**src/verilog/bst_pkg.sv**
```systemverilog
// constants, instruction codes and controller states of the test access port
package bst_pkg;

  localparam int IR_W = 3;
  localparam int ID_W = 32;
  localparam int SYNC_STAGES = 2;

  // instruction codes, lsb first
  localparam logic [2:0] INS_EXTEST = 3'h0;
  localparam logic [2:0] INS_IDCODE = 3'h1;
  localparam logic [2:0] INS_SAMPLE_HIZ = 3'h2;
  localparam logic [2:0] INS_RESERVED_BYPASS_ALIAS_A = 3'h3;
  localparam logic [2:0] INS_SAMPLE_PRELOAD = 3'h4;
  localparam logic [2:0] INS_PRIVATE_VENDOR_INSTRUCTION = 3'h5;
  localparam logic [2:0] INS_RESERVED_BYPASS_ALIAS_B = 3'h6;
  localparam logic [2:0] INS_BYPASS = 3'h7;

  localparam logic [2:0] IR_RESET_VAL = INS_IDCODE;
  localparam logic [1:0] IR_CAPTURE_LOW = 2'h1;

  // identification word layout
  localparam int ID_PRESENCE_POS = 0;
  localparam int ID_VENDOR_LSB = 1;
  localparam int ID_VENDOR_MSB = 11;
  localparam logic [10:0] ID_VENDOR_DEF = 11'h2A5;  // arbitrary value

  // consecutive high mode-select edges that always reach reset
  localparam int TLR_TMS_ONES = 5;

  // pull-up level of undriven test inputs
  localparam logic PIN_PULL_LVL = 1'b1;

  typedef enum logic [15:0] {
    ST_TLR        = 16'h0001,
    ST_IDLE       = 16'h0002,
    ST_SEL_DR     = 16'h0004,
    ST_CAP_DR     = 16'h0008,
    ST_SHIFT_DR   = 16'h0010,
    ST_EXIT1_DR   = 16'h0020,
    ST_PAUSE_DR   = 16'h0040,
    ST_EXIT2_DR   = 16'h0080,
    ST_UPD_DR     = 16'h0100,
    ST_SEL_IR     = 16'h0200,
    ST_CAP_IR     = 16'h0400,
    ST_SHIFT_IR   = 16'h0800,
    ST_EXIT1_IR   = 16'h1000,
    ST_PAUSE_IR   = 16'h2000,
    ST_EXIT2_IR   = 16'h4000,
    ST_UPD_IR     = 16'h8000
  } bst_state_t;

endpackage

```
**src/verilog/bst_tap_fsm.sv**
```systemverilog
// sixteen-state test access controller stepped on test clock rising edges
`timescale 1ns/10ps
module bst_tap_fsm (
  input wire logic clk_sys,
  input wire logic sys_rst,
  input wire logic tck_rise,
  input wire logic tms,
  output bst_pkg::bst_state_t state
);

  bst_pkg::bst_state_t state_r;
  bst_pkg::bst_state_t state_nxt;

  assign state = state_r;

  // every state returns to reset within five high mode-select edges
  always_comb begin
    case (state_r)
      bst_pkg::ST_TLR: state_nxt = tms ? bst_pkg::ST_TLR : bst_pkg::ST_IDLE;
      bst_pkg::ST_IDLE: state_nxt = tms ? bst_pkg::ST_SEL_DR : bst_pkg::ST_IDLE;
      bst_pkg::ST_SEL_DR: state_nxt = tms ? bst_pkg::ST_SEL_IR : bst_pkg::ST_CAP_DR;
      bst_pkg::ST_CAP_DR: state_nxt = tms ? bst_pkg::ST_EXIT1_DR : bst_pkg::ST_SHIFT_DR;
      bst_pkg::ST_SHIFT_DR: state_nxt = tms ? bst_pkg::ST_EXIT1_DR : bst_pkg::ST_SHIFT_DR;
      bst_pkg::ST_EXIT1_DR: state_nxt = tms ? bst_pkg::ST_UPD_DR : bst_pkg::ST_PAUSE_DR;
      bst_pkg::ST_PAUSE_DR: state_nxt = tms ? bst_pkg::ST_EXIT2_DR : bst_pkg::ST_PAUSE_DR;
      bst_pkg::ST_EXIT2_DR: state_nxt = tms ? bst_pkg::ST_UPD_DR : bst_pkg::ST_SHIFT_DR;
      bst_pkg::ST_UPD_DR: state_nxt = tms ? bst_pkg::ST_SEL_DR : bst_pkg::ST_IDLE;
      bst_pkg::ST_SEL_IR: state_nxt = tms ? bst_pkg::ST_TLR : bst_pkg::ST_CAP_IR;
      bst_pkg::ST_CAP_IR: state_nxt = tms ? bst_pkg::ST_EXIT1_IR : bst_pkg::ST_SHIFT_IR;
      bst_pkg::ST_SHIFT_IR: state_nxt = tms ? bst_pkg::ST_EXIT1_IR : bst_pkg::ST_SHIFT_IR;
      bst_pkg::ST_EXIT1_IR: state_nxt = tms ? bst_pkg::ST_UPD_IR : bst_pkg::ST_PAUSE_IR;
      bst_pkg::ST_PAUSE_IR: state_nxt = tms ? bst_pkg::ST_EXIT2_IR : bst_pkg::ST_PAUSE_IR;
      bst_pkg::ST_EXIT2_IR: state_nxt = tms ? bst_pkg::ST_UPD_IR : bst_pkg::ST_SHIFT_IR;
      bst_pkg::ST_UPD_IR: state_nxt = tms ? bst_pkg::ST_SEL_DR : bst_pkg::ST_IDLE;
      default: state_nxt = bst_pkg::ST_TLR;
    endcase
  end

  always_ff @(posedge clk_sys or posedge sys_rst) begin
    if (sys_rst) begin
      state_r <= bst_pkg::ST_TLR;
    end else if (tck_rise) begin
      state_r <= state_nxt;
    end
  end

endmodule

```
**src/verilog/bst_scan_ring.sv**
```systemverilog
// boundary scan register: capture, serial shift and parallel update stage
`timescale 1ns/10ps
module bst_scan_ring #(
  parameter int RING_LEN = 8,
  parameter int PIN_CELLS = 6
) (
  input wire logic clk_sys,
  input wire logic sys_rst,
  input wire logic capture,
  input wire logic shift,
  input wire logic update,
  input wire logic tdi,
  input wire logic [PIN_CELLS-1:0] pin_lvl,
  output logic scan_out,
  output logic [PIN_CELLS-1:0] par_out
);

  logic [RING_LEN-1:0] cell_r;
  logic [PIN_CELLS-1:0] upd_r;

  assign scan_out = cell_r[0];
  assign par_out = upd_r;

  genvar gi;
  generate
    for (gi = 0; gi < RING_LEN; gi++) begin : g_cell
      logic cap_val;
      logic shift_in;
      // cells with no pin behind them always capture a one
      if (gi < PIN_CELLS) begin : g_pin
        assign cap_val = pin_lvl[gi];
      end else begin : g_fill
        assign cap_val = 1'b1;
      end
      if (gi == RING_LEN - 1) begin : g_top
        assign shift_in = tdi;
      end else begin : g_mid
        assign shift_in = cell_r[gi+1];
      end
      always_ff @(posedge clk_sys or posedge sys_rst) begin
        if (sys_rst) begin
          cell_r[gi] <= 1'b1;
        end else if (capture) begin
          cell_r[gi] <= cap_val;
        end else if (shift) begin
          cell_r[gi] <= shift_in;
        end
      end
    end
  endgenerate

  always_ff @(posedge clk_sys or posedge sys_rst) begin
    if (sys_rst) begin
      upd_r <= '0;
    end else if (update) begin
      upd_r <= cell_r[PIN_CELLS-1:0];
    end
  end

endmodule

```
**src/verilog/bst_boundary_scan_tap.sv**
```systemverilog
// test access port of the memory: pin sampling, instruction and data paths
`timescale 1ns/10ps
module bst_boundary_scan_tap #(
  parameter int RING_LEN = 8,
  parameter int PIN_CELLS = 6,
  parameter logic [10:0] VENDOR_CODE = bst_pkg::ID_VENDOR_DEF
) (
  input wire logic clk_sys,
  input wire logic sys_rst,
  input wire logic tck_pin,
  input wire logic tms_pin,
  input wire logic tdi_pin,
  output logic tdo,
  output logic tdo_oe_n,
  input wire logic [PIN_CELLS-1:0] mem_pin_lvl,
  output logic [PIN_CELLS-1:0] ring_drive_data,
  output logic ring_drive_en,
  output logic mem_out_hiz,
  output logic [bst_pkg::IR_W-1:0] active_instr
);

  localparam logic [bst_pkg::ID_W-1:0] ID_WORD = {
    {(bst_pkg::ID_W - bst_pkg::ID_VENDOR_MSB - 1){1'b0}},
    VENDOR_CODE,
    1'b1
  };

  // data register selected by an instruction
  typedef enum logic [2:0] {
    DSEL_BYPASS = 3'h1,
    DSEL_IDENT  = 3'h2,
    DSEL_RING   = 3'h4
  } bst_dsel_t;

  function automatic bst_dsel_t dsel_of(input logic [bst_pkg::IR_W-1:0] ins);
    bst_dsel_t d;
    d = DSEL_BYPASS;
    case (ins)
      bst_pkg::INS_EXTEST: d = DSEL_RING;
      bst_pkg::INS_SAMPLE_HIZ: d = DSEL_RING;
      bst_pkg::INS_SAMPLE_PRELOAD: d = DSEL_RING;
      bst_pkg::INS_IDCODE: d = DSEL_IDENT;
      bst_pkg::INS_RESERVED_BYPASS_ALIAS_A: d = DSEL_BYPASS;
      bst_pkg::INS_RESERVED_BYPASS_ALIAS_B: d = DSEL_BYPASS;
      bst_pkg::INS_PRIVATE_VENDOR_INSTRUCTION: d = DSEL_BYPASS;
      bst_pkg::INS_BYPASS: d = DSEL_BYPASS;
      default: d = DSEL_BYPASS;
    endcase
    return d;
  endfunction

  // two-stage synchronisers; the pull-up level is the reset value of mode select and data in so a
  // floating pin and a pin not yet sampled both read high
  logic [bst_pkg::SYNC_STAGES-1:0] tck_sync_r;
  logic [bst_pkg::SYNC_STAGES-1:0] tms_sync_r;
  logic [bst_pkg::SYNC_STAGES-1:0] tdi_sync_r;
  logic tck_prev_r;
  logic [PIN_CELLS-1:0] pin_s1_r;
  logic [PIN_CELLS-1:0] pin_s2_r;

  always_ff @(posedge clk_sys or posedge sys_rst) begin
    if (sys_rst) begin
      tck_sync_r <= '0;
      tck_prev_r <= 1'b0;
      tms_sync_r <= {bst_pkg::SYNC_STAGES{bst_pkg::PIN_PULL_LVL}};
      tdi_sync_r <= {bst_pkg::SYNC_STAGES{bst_pkg::PIN_PULL_LVL}};
    end else begin
      tck_sync_r <= {tck_sync_r[0], tck_pin};
      tck_prev_r <= tck_sync_r[1];
      tms_sync_r <= {tms_sync_r[0], tms_pin};
      tdi_sync_r <= {tdi_sync_r[0], tdi_pin};
    end
  end

  // memory pin levels cross from the memory clock; capture is only
  // repeatable when the system holds them still around it
  always_ff @(posedge clk_sys or posedge sys_rst) begin
    if (sys_rst) begin
      pin_s1_r <= '0;
      pin_s2_r <= '0;
    end else begin
      pin_s1_r <= mem_pin_lvl;
      pin_s2_r <= pin_s1_r;
    end
  end

  logic tck_rise;
  logic tck_fall;
  logic tms;
  logic tdi;

  // no port activity without test clock edges; only the pin synchronisers keep sampling every system clock
  assign tck_rise = tck_sync_r[1] & ~tck_prev_r;
  assign tck_fall = ~tck_sync_r[1] & tck_prev_r;
  assign tms = tms_sync_r[1];
  assign tdi = tdi_sync_r[1];

  bst_pkg::bst_state_t state;

  bst_tap_fsm u_fsm (
    .clk_sys(clk_sys),
    .sys_rst(sys_rst),
    .tck_rise(tck_rise),
    .tms(tms),
    .state(state)
  );

  logic [bst_pkg::IR_W-1:0] ir_shift_r;
  logic [bst_pkg::IR_W-1:0] ir_active_r;
  logic bypass_r;
  logic [bst_pkg::ID_W-1:0] ident_r;
  logic tdo_r;
  logic tdo_oe_n_r;

  logic in_tlr;
  logic cap_dr_edge;
  logic shift_dr_edge;
  logic shift_ir_edge;
  logic upd_ir_fall;
  bst_dsel_t dsel;

  assign in_tlr = (state == bst_pkg::ST_TLR);
  assign cap_dr_edge = tck_rise & (state == bst_pkg::ST_CAP_DR);
  assign shift_dr_edge = tck_rise & (state == bst_pkg::ST_SHIFT_DR);
  assign shift_ir_edge = tck_rise & (state == bst_pkg::ST_SHIFT_IR);
  assign upd_ir_fall = tck_fall & (state == bst_pkg::ST_UPD_IR);
  assign dsel = dsel_of(ir_active_r);

  // instruction shift stage and the held instruction
  always_ff @(posedge clk_sys or posedge sys_rst) begin
    if (sys_rst) begin
      ir_shift_r <= bst_pkg::IR_RESET_VAL;
    end else if (tck_rise && state == bst_pkg::ST_CAP_IR) begin
      ir_shift_r <= {ir_shift_r[bst_pkg::IR_W-1:2], bst_pkg::IR_CAPTURE_LOW};
    end else if (shift_ir_edge) begin
      ir_shift_r <= {tdi, ir_shift_r[bst_pkg::IR_W-1:1]};
    end
  end

  always_ff @(posedge clk_sys or posedge sys_rst) begin
    if (sys_rst) begin
      ir_active_r <= bst_pkg::IR_RESET_VAL;
    end else if (in_tlr) begin
      ir_active_r <= bst_pkg::IR_RESET_VAL;
    end else if (upd_ir_fall) begin
      ir_active_r <= ir_shift_r;
    end
  end

  // one-bit bypass stage; captures zero as is customary for this stage
  always_ff @(posedge clk_sys or posedge sys_rst) begin
    if (sys_rst) begin
      bypass_r <= 1'b0;
    end else if (cap_dr_edge && dsel == DSEL_BYPASS) begin
      bypass_r <= 1'b0;
    end else if (shift_dr_edge && dsel == DSEL_BYPASS) begin
      bypass_r <= tdi;
    end
  end

  // identification word, shifted toward bit 0 so bit 0 leaves first
  always_ff @(posedge clk_sys or posedge sys_rst) begin
    if (sys_rst) begin
      ident_r <= ID_WORD;
    end else if (cap_dr_edge && dsel == DSEL_IDENT) begin
      ident_r <= ID_WORD;
    end else if (shift_dr_edge && dsel == DSEL_IDENT) begin
      ident_r <= {tdi, ident_r[bst_pkg::ID_W-1:1]};
    end
  end

  logic ring_out;
  logic ring_cap;
  logic ring_shift;
  logic ring_upd;

  // capture follows the ring for all three ring instructions alike
  assign ring_cap = cap_dr_edge & (dsel == DSEL_RING);
  assign ring_shift = shift_dr_edge & (dsel == DSEL_RING);
  // parallel load on the falling edge in instruction update, as the part does,
  // rather than in data update
  assign ring_upd = upd_ir_fall & (ir_shift_r == bst_pkg::INS_EXTEST);

  bst_scan_ring #(
    .RING_LEN(RING_LEN),
    .PIN_CELLS(PIN_CELLS)
  ) u_ring (
    .clk_sys(clk_sys),
    .sys_rst(sys_rst),
    .capture(ring_cap),
    .shift(ring_shift),
    .update(ring_upd),
    .tdi(tdi),
    .pin_lvl(pin_s2_r),
    .scan_out(ring_out),
    .par_out(ring_drive_data)
  );

  // serial output moves on the falling edge, enabled only while shifting
  logic out_bit;

  always_comb begin
    out_bit = bypass_r;
    if (state == bst_pkg::ST_SHIFT_IR) begin
      out_bit = ir_shift_r[0];
    end else if (dsel == DSEL_IDENT) begin
      out_bit = ident_r[0];
    end else if (dsel == DSEL_RING) begin
      out_bit = ring_out;
    end
  end

  always_ff @(posedge clk_sys or posedge sys_rst) begin
    if (sys_rst) begin
      tdo_r <= 1'b0;
      tdo_oe_n_r <= 1'b1;
    end else if (tck_fall) begin
      if (state == bst_pkg::ST_SHIFT_IR || state == bst_pkg::ST_SHIFT_DR) begin
        tdo_r <= out_bit;
        tdo_oe_n_r <= 1'b0;
      end else begin
        tdo_oe_n_r <= 1'b1;
      end
    end
  end

  assign tdo = tdo_r;
  assign tdo_oe_n = tdo_oe_n_r;
  assign active_instr = ir_active_r;
  // external test drives outputs but leaves the memory inputs alone
  assign ring_drive_en = (ir_active_r == bst_pkg::INS_EXTEST);
  assign mem_out_hiz = (ir_active_r == bst_pkg::INS_SAMPLE_HIZ);

endmodule

```
**config.mk**
```make
export PLATFORM = sky130hd
export DESIGN_NAME = bst_boundary_scan_tap
export DESIGN_NICKNAME = d
export VERILOG_FILES = /design/src/verilog/bst_pkg.sv /design/src/verilog/bst_tap_fsm.sv /design/src/verilog/bst_scan_ring.sv /design/src/verilog/bst_boundary_scan_tap.sv
export SDC_FILE = /design/constraint.sdc
export NUM_CORES = 1
export LEC_CHECK = 0
export BUFFER_PORTS_ARGS = -buffer_cell sky130_fd_sc_hd__buf_2
export CAP_MARGIN = 15
export CORE_MARGIN = 5
export CORE_UTILIZATION = 55
export DETAILED_ROUTE_END_ITERATION = 8
export GPL_ROUTABILITY_DRIVEN = 1
export MAX_ROUTING_LAYER = met4
export PLACE_DENSITY = 0.73
export SYNTH_ARGS = -nofsm -noshare
export SYNTH_HDL_FRONTEND = slang
export SYNTH_SLANG_ARGS = --single-unit
```
**constraint.sdc**
```tcl
create_clock -name clk_sys -period 3.35 [get_ports clk_sys]
set_input_delay 0.335 -clock clk_sys [delete_from_list [all_inputs] [get_ports clk_sys]]
set_output_delay 0.335 -clock clk_sys [all_outputs]
set_load 0.05 [all_outputs]
```
* Yosys cells after proc, flatten, opt, wreduce, memory -nomap -nowiden
Memories as Yosys holds them, arrays and structs flattened.
Cells that the tools add are included.
** Word-level totals
- Bits in registers :: 90
- Bits in latches :: 0
- RAM bits :: 0
- Memory bits (read-only) :: 24
- Output and inout port bits :: 13
- Word-level logic and storage cells :: 115
- Memories :: 1
** Cells by class
- Add/sub/neg operators :: 0
- Multipliers :: 0
- Divide/modulo/power cells :: 0
- $lt $le $gt $ge :: 0
- Equal/unequal tests :: 20
- Shift-type cells :: 0
- Multiplexer cells :: 41
- Bitwise gates (word level) :: 12
- Reductions and logical operators :: 18
** Memories
- (name not given) :: depth 8, width 3, rd ports 1, clocked after Yosys merged registers in 0, write ports 0, line bst_boundary_scan_tap.sv:38 : case (ins)
** Operators with widths (count)
- 16-bit one-hot mux with 12 select lines :: 1
- 32-bit two-way mux :: 2
- 16-bit two-way mux :: 2
- 1-bit two-way mux :: 22
- 9-bit two-way mux :: 2
- 16-bit by 1-bit equality test with 1-bit output, second input constant :: 1
- 16-bit by 10-bit equality test with 1-bit output, second input constant :: 1
- 16-bit by 11-bit equality test with 1-bit output, second input constant :: 1
- 16-bit by 12-bit equality test with 1-bit output, second input constant :: 1
- 16-bit by 13-bit equality test with 1-bit output, second input constant :: 1
- 16-bit by 14-bit equality test with 1-bit output, second input constant :: 1
- 16-bit by 15-bit equality test with 1-bit output, second input constant :: 1
- 16-bit equality test, second input constant :: 1
- 16-bit by 2-bit equality test with 1-bit output, second input constant :: 1
- 16-bit by 3-bit equality test with 1-bit output, second input constant :: 1
- 16-bit by 4-bit equality test with 1-bit output, second input constant :: 1
- 16-bit by 5-bit equality test with 1-bit output, second input constant :: 1
- 16-bit by 6-bit equality test with 1-bit output, second input constant :: 1
- 16-bit by 7-bit equality test with 1-bit output, second input constant :: 1
- 16-bit by 8-bit equality test with 1-bit output, second input constant :: 1
- 16-bit by 9-bit equality test with 1-bit output, second input constant :: 1
- 15-bit two-way mux :: 1
- 13-bit two-way mux :: 1
- 11-bit two-way mux :: 1
- 17 further kinds :: 43

* Depth between registers and ports, before layout
- Depth after elaboration :: 6
- Gate-level depth with buffers :: 9
- Mapped depth without buffers :: 5

* Modules after synthesis
Synthesis repeated with hierarchy kept, for this count alone.
** Unflattened totals
- Cells, all modules :: 339
- Area total of the unflattened synthesis :: 4066.4 sq um
** By module, submodules not included
- bst_boundary_scan_tap :: instances 1, cells an instance 171, area an instance 2354.8 sq um, sequential area each 1517.7 sq um
- bst_tap_fsm :: instances 1, cells an instance 122, area an instance 1109.8 sq um, sequential area each 401.6 sq um
- bst_scan_ring :: instances 1, cells an instance 46, area an instance 601.8 sq um, sequential area each 360.3 sq um

* Worst setup path after synthesis
Ideal clock, no wire load.
- Path type :: reg2reg
- From :: reg u_fsm.state_r[12] (netlist: u_fsm.state[12])
- To :: reg u_ring.cell_r[0] (netlist: u_ring.scan_out)
- Setup time :: 0.077 ns
- Arrival :: 2.385 ns
- Setup slack :: 0.887 ns
- Stages on the path, launching flop included :: 10
- Path buffers :: 4
- Clock period less this slack :: 2.463 ns
- Cell sequence :: dfrtp_1 buf_6 or4_1 clkbuf_2 or3_1 or4_1 buf_2 buf_6 nand2_1 o21ai_2
** On the way
- Cells in the longest elaborated chain, start to end :: 4
- Elaborated cells on any way between the ends :: 8
** RTL lines
- start: declaration :: line bst_tap_fsm.sv:11 : bst_pkg::bst_state_t state_r;
- start signal: assignment :: line bst_tap_fsm.sv:41 : state_r <= bst_pkg::ST_TLR;
- start signal: assignment :: line bst_tap_fsm.sv:43 : state_r <= state_nxt;
- 16-bit by 4-bit equality test with 1-bit output / 16-bit by 5-bit equality test with 1-bit output (equally long branches) :: line bst_boundary_scan_tap.sv:123, bst_boundary_scan_tap.sv:124
- 1-bit bitwise AND, on equally long branches :: line bst_boundary_scan_tap.sv:123, bst_boundary_scan_tap.sv:124
- 1-bit bitwise AND, on equally long branches :: line bst_boundary_scan_tap.sv:178, bst_boundary_scan_tap.sv:179
- 1-bit two-way mux / 2-bit nonzero test (equally long branches)
- end signal: indexed assignment :: line bst_scan_ring.sv:44 : cell_r[gi] <= cap_val;
- end signal: indexed assignment :: line bst_scan_ring.sv:46 : cell_r[gi] <= shift_in;
- end: declaration :: line bst_scan_ring.sv:18 : logic [RING_LEN-1:0] cell_r;
Several ways; a longest one is shown, not always the timed one.
A chain may end at the register's enable or synchronous reset.

* Final worst setup path
- From :: reg u_fsm.state_r[12] (netlist: u_fsm.state[12])
- To :: reg u_ring.upd_r[2] (netlist: u_ring.par_out[2])
** On the way
- Cells in the longest elaborated chain, start to end :: 3
** RTL lines
- 16-bit equality test :: line bst_boundary_scan_tap.sv:126 : assign upd_ir_fall = tck_fall & (state == bst_pkg::ST_UPD_IR);
- 1-bit bitwise AND :: line bst_boundary_scan_tap.sv:126
- 1-bit bitwise AND :: line bst_boundary_scan_tap.sv:182 : assign ring_upd = upd_ir_fall & (ir_shift_r == bst_pkg::INS_EXTEST);
- end signal: assignment :: line bst_scan_ring.sv:56 : upd_r <= cell_r[PIN_CELLS-1:0];
- end: declaration :: line bst_scan_ring.sv:19 : logic [PIN_CELLS-1:0] upd_r;
No other way between the ends.

==> summary.md <==
| Metric | Value |
|---|---|
| Outcome | finished clean |
| Clk Latency, worst-skew pair | 0.36 ns |
| Synth Net Count | 362 |
| Die Y | 94.7 µm |
| P_leak | 1.93 nW |
| Iteration-0 DRC Markers | 257 |
| Post-cts resize count | 0 |
| Fin worst setup slack | 0.605 ns |
| Avg Cell Area, Syn | 11.2 µm² |
| Final Hold Vio Count | 0 |
| Vias in the first global route | 2695 |
| First-pass GRT wire length | 13600 µm |
| Initial Util | 57.2% |
| Synth cell types | 55 |
| Measured slew at the worst slew-check pin | 0.810 ns |
| HP Class | input port to asynchronous set/reset pin |
| Async SR Flop Fraction | 100% |
| Power density cells | 540 nW/µm² |
| Antenna Cells | 0 |
| Die W | 94.7 µm |
| Setup Total Neg Slack | 0 ns |
| Slew headroom | 45.5% |
| Fmax | 0.364 GHz |
| Top FF cell, synth | dfrtp_1 |
| # IOs | 24 |
| Crit-path cells | or4_1 -> nor2_1 -> nand4_2 -> or4_1 -> mux2_1 |
| Critical Path Start Type | flop |
| Gpl congestion | 0.909 |
| Number of CTS-inserted buffers | 9 |
| Placed cell areas | 4140 µm² |
| ANT nets after route | 0 |
| Area growth from synthesis to layout | 10.3% |
| Die area | 8970 µm² |
| Worst-path clk slew | 0.10 ns |
| CTS tree | built |
| R2R Path Start | u_fsm.state[12]$_DFFE_PP0P_ |
| Final core utilization | 63.1% |
| Largest net degree at the start of global routing | 91 |
| Final worst-path cycle share | 81.9% |
| Final setup viols | 0 |
| Clock Path Buffers | 2 |
| Critical path class | flop to flop |
| Clock Tree Root | clkbuf_8 |
| DP Worst Slack | 0.633 ns |
| DR pass1 iterations | 6 |
| CP max-delay cell | or4_1 |
| Port-buffer cells | 23 |
| CTS Hold Bufs | 0 |
| Worst R2R Setup Slack | 0.60 ns |
| Row count | 30 |
| Clock sink count | 90 |
| Max-slew violation count | 0 |
| Crit path launch | u_fsm.state[12]$_DFFE_PP0P_ |
| Max Clock Skew | 0.0124 ns |
| Final net count | 380 |
| FF/Latch Area | 2280 µm² |
| Fraction of layout cells with a size suffix above 1 | 23.8% |
| Mapped cell area | 3950 µm² |
| Number of synthesis warnings | 0 |
| Dpl hpwl | 5150 µm |
| GR Util All Layers | 20.0% |
| Seq/Total Area, Yosys | 57.7% |
| Routed vias/inst | 6.04 |
| Worst path arrival time | 2.99 ns |
| Vias | 2840 |
| H-tree depth | 3 |
| Post-route cell area | 4360 µm² |
| Fill count | 578 |
| Req. time, crit path | 3.59 ns |
| RSZ-0062 raised after global routing | false |
| Worst Setup End Kind | flop |
| WL/cell | 16.8 µm |
| Max Cap Viol | 0 |
| Detailed Route WL | 7880 µm |
| CP max FO | 9 |
| Total global routing overflow | 0 |
| Post-CTS setup buffer count | 0 |
| Crit path time final | 2.75 ns |
| Initial antenna violation count | 0 |
| Cells after Synth | 351 |
| Post-synth EDFFs | 0 |
| Multi-input gate area | 1540 µm² |
| Yosys reg bits | 90 |
| Core Box Area | 6910 µm² |
| Worst-case vdd ir drop | 0.358 mV |
| Worst path max stage delay | 0.68 ns |
| CP dominant cell by count | or4_1 |
| # DRC | 0 |
path summary, 6_finish.rpt:
kind                                                      end  cells after the start
worst max register to register  u_ring.par_out[2]$_DFFE_PP0P_                      5
max in group asynchronous              ident_r[8]$_DFFE_PP1P_                      3
worst min register to register          pin_s2_r[4]$_DFF_PP0_                      0
worst min-delay path                  ident_r[27]$_DFFE_PP0P_                      3
min in group clk_sys                  tdi_sync_r[0]$_DFF_PP1_                      1
worst max-delay path            u_ring.par_out[2]$_DFFE_PP0P_                      5
area by class of cell:
type	count	share of cell area, %
timing repair buffer	31	4.31
tap	96	2.76
inverter	4	0.373
sequential	90	52.3
clock inverter	7	2.07
clock buffer	9	2.84
multi-input combinational	233	35.3
critical path: cells and delay by family, from the launching register on:
kind | cells | cell delay [ns]
mux | 1 | 0.37
flops | 1 | 0.48
simple gates | 4 | 1.77
flip-flops by register name (all words and copies together), names as in the netlist:
name                    flops
pin_s1_r                    6
pin_s2_r                    6
u_ring.scan_out             1
u_fsm.state                16
tck_sync_r                  2
tdo_oe_n                    1
tdi_sync_r                  2
u_ring.par_out              6
tdo                         1
tck_prev_r                  1
tms_sync_r                  2
bypass_r                    1
ir_shift_r                  3
active_instr                3
u_ring.g_cell.shift_in      7
ident_r                    32
Yosys cell counts (4+ instances only):
cell / count / area, µm²
nand3b_1: 4 / 30.0
dfstp_2: 22 / 578
nand2b_1: 4 / 25.0
mux2i_1: 10 / 100
nor2_1: 22 / 82.6
nand4b_1: 4 / 35.0
a22o_1: 27 / 236
xnor2_1: 4 / 35.0
buf_2: 7 / 35.0
inv_1: 4 / 15.0
mux2_2: 6 / 67.6
nand3_1: 7 / 35.0
a21oi_1: 6 / 30.0
nand2_1: 32 / 120
clkbuf_1: 14 / 52.6
nand4_1: 5 / 31.3
and3_1: 4 / 25.0
or4_1: 6 / 45.0
dfrtp_1: 68 / 1700
o22a_1: 6 / 52.6
nor4_1: 6 / 37.5
o21ai_1: 6 / 30.0
o21ai_0: 20 / 100
or4b_2: 4 / 40.0
nor3_1: 8 / 40.0
report_power, final:
group          leakage [nW]  total, mW  internal [mW]  switching (mW)
Combinational         0.682      0.351          0.148           0.202
Clock                 0.108      0.777          0.363           0.414
Sequential             1.14       1.22           1.16          0.0599
metal layers:
metal	share of wire, %	vias up	GRT usage [%]
li1	-	1325	-
met1	45	1421	27.9
met2	47	82	28.7
met3	6.2	12	5.10
met4	1.6	0	6.61
met5	0	-	-
placed cells by master, fill, tap and decap left out, drive strengths merged, types with 6 or more instances in the layout:
cell type,netlist,layout
a21oi,6,6
a22o,27,27
buf,9,31
clkbuf,15,9
dfrtp,68,68
dfstp,22,22
inv,4,7
mux2,7,7
mux2i,10,10
nand2,32,32
nand3,7,7
nand4,6,6
nor2,23,23
nor3,9,9
nor4,6,6
o21ai,28,28
o22a,6,6
or4,6,6
stage by stage:
stage	power (mW)	instances	hold slack [ns]
after floorplan	1.49	351	0.331
after global placement	1.58	454	0.332
after detailed placement	1.58	454	0.335
after CTS	2.37	470	0.0545
after global routing	2.47	470	0.0432
final	2.35	470	0.0663
kinds of logic after synthesis:
logic type,Yosys count,share of synthesized area [%]
buffers and inverters,28,3.30
muxes,17,4.53
DFF,90,57.7
and+or+nand+nor,123,17.1
AOI/OAI and AO/OA,86,15.8
xor gates and xnor gates,7,1.55
(Power assumes the default switching activity.)
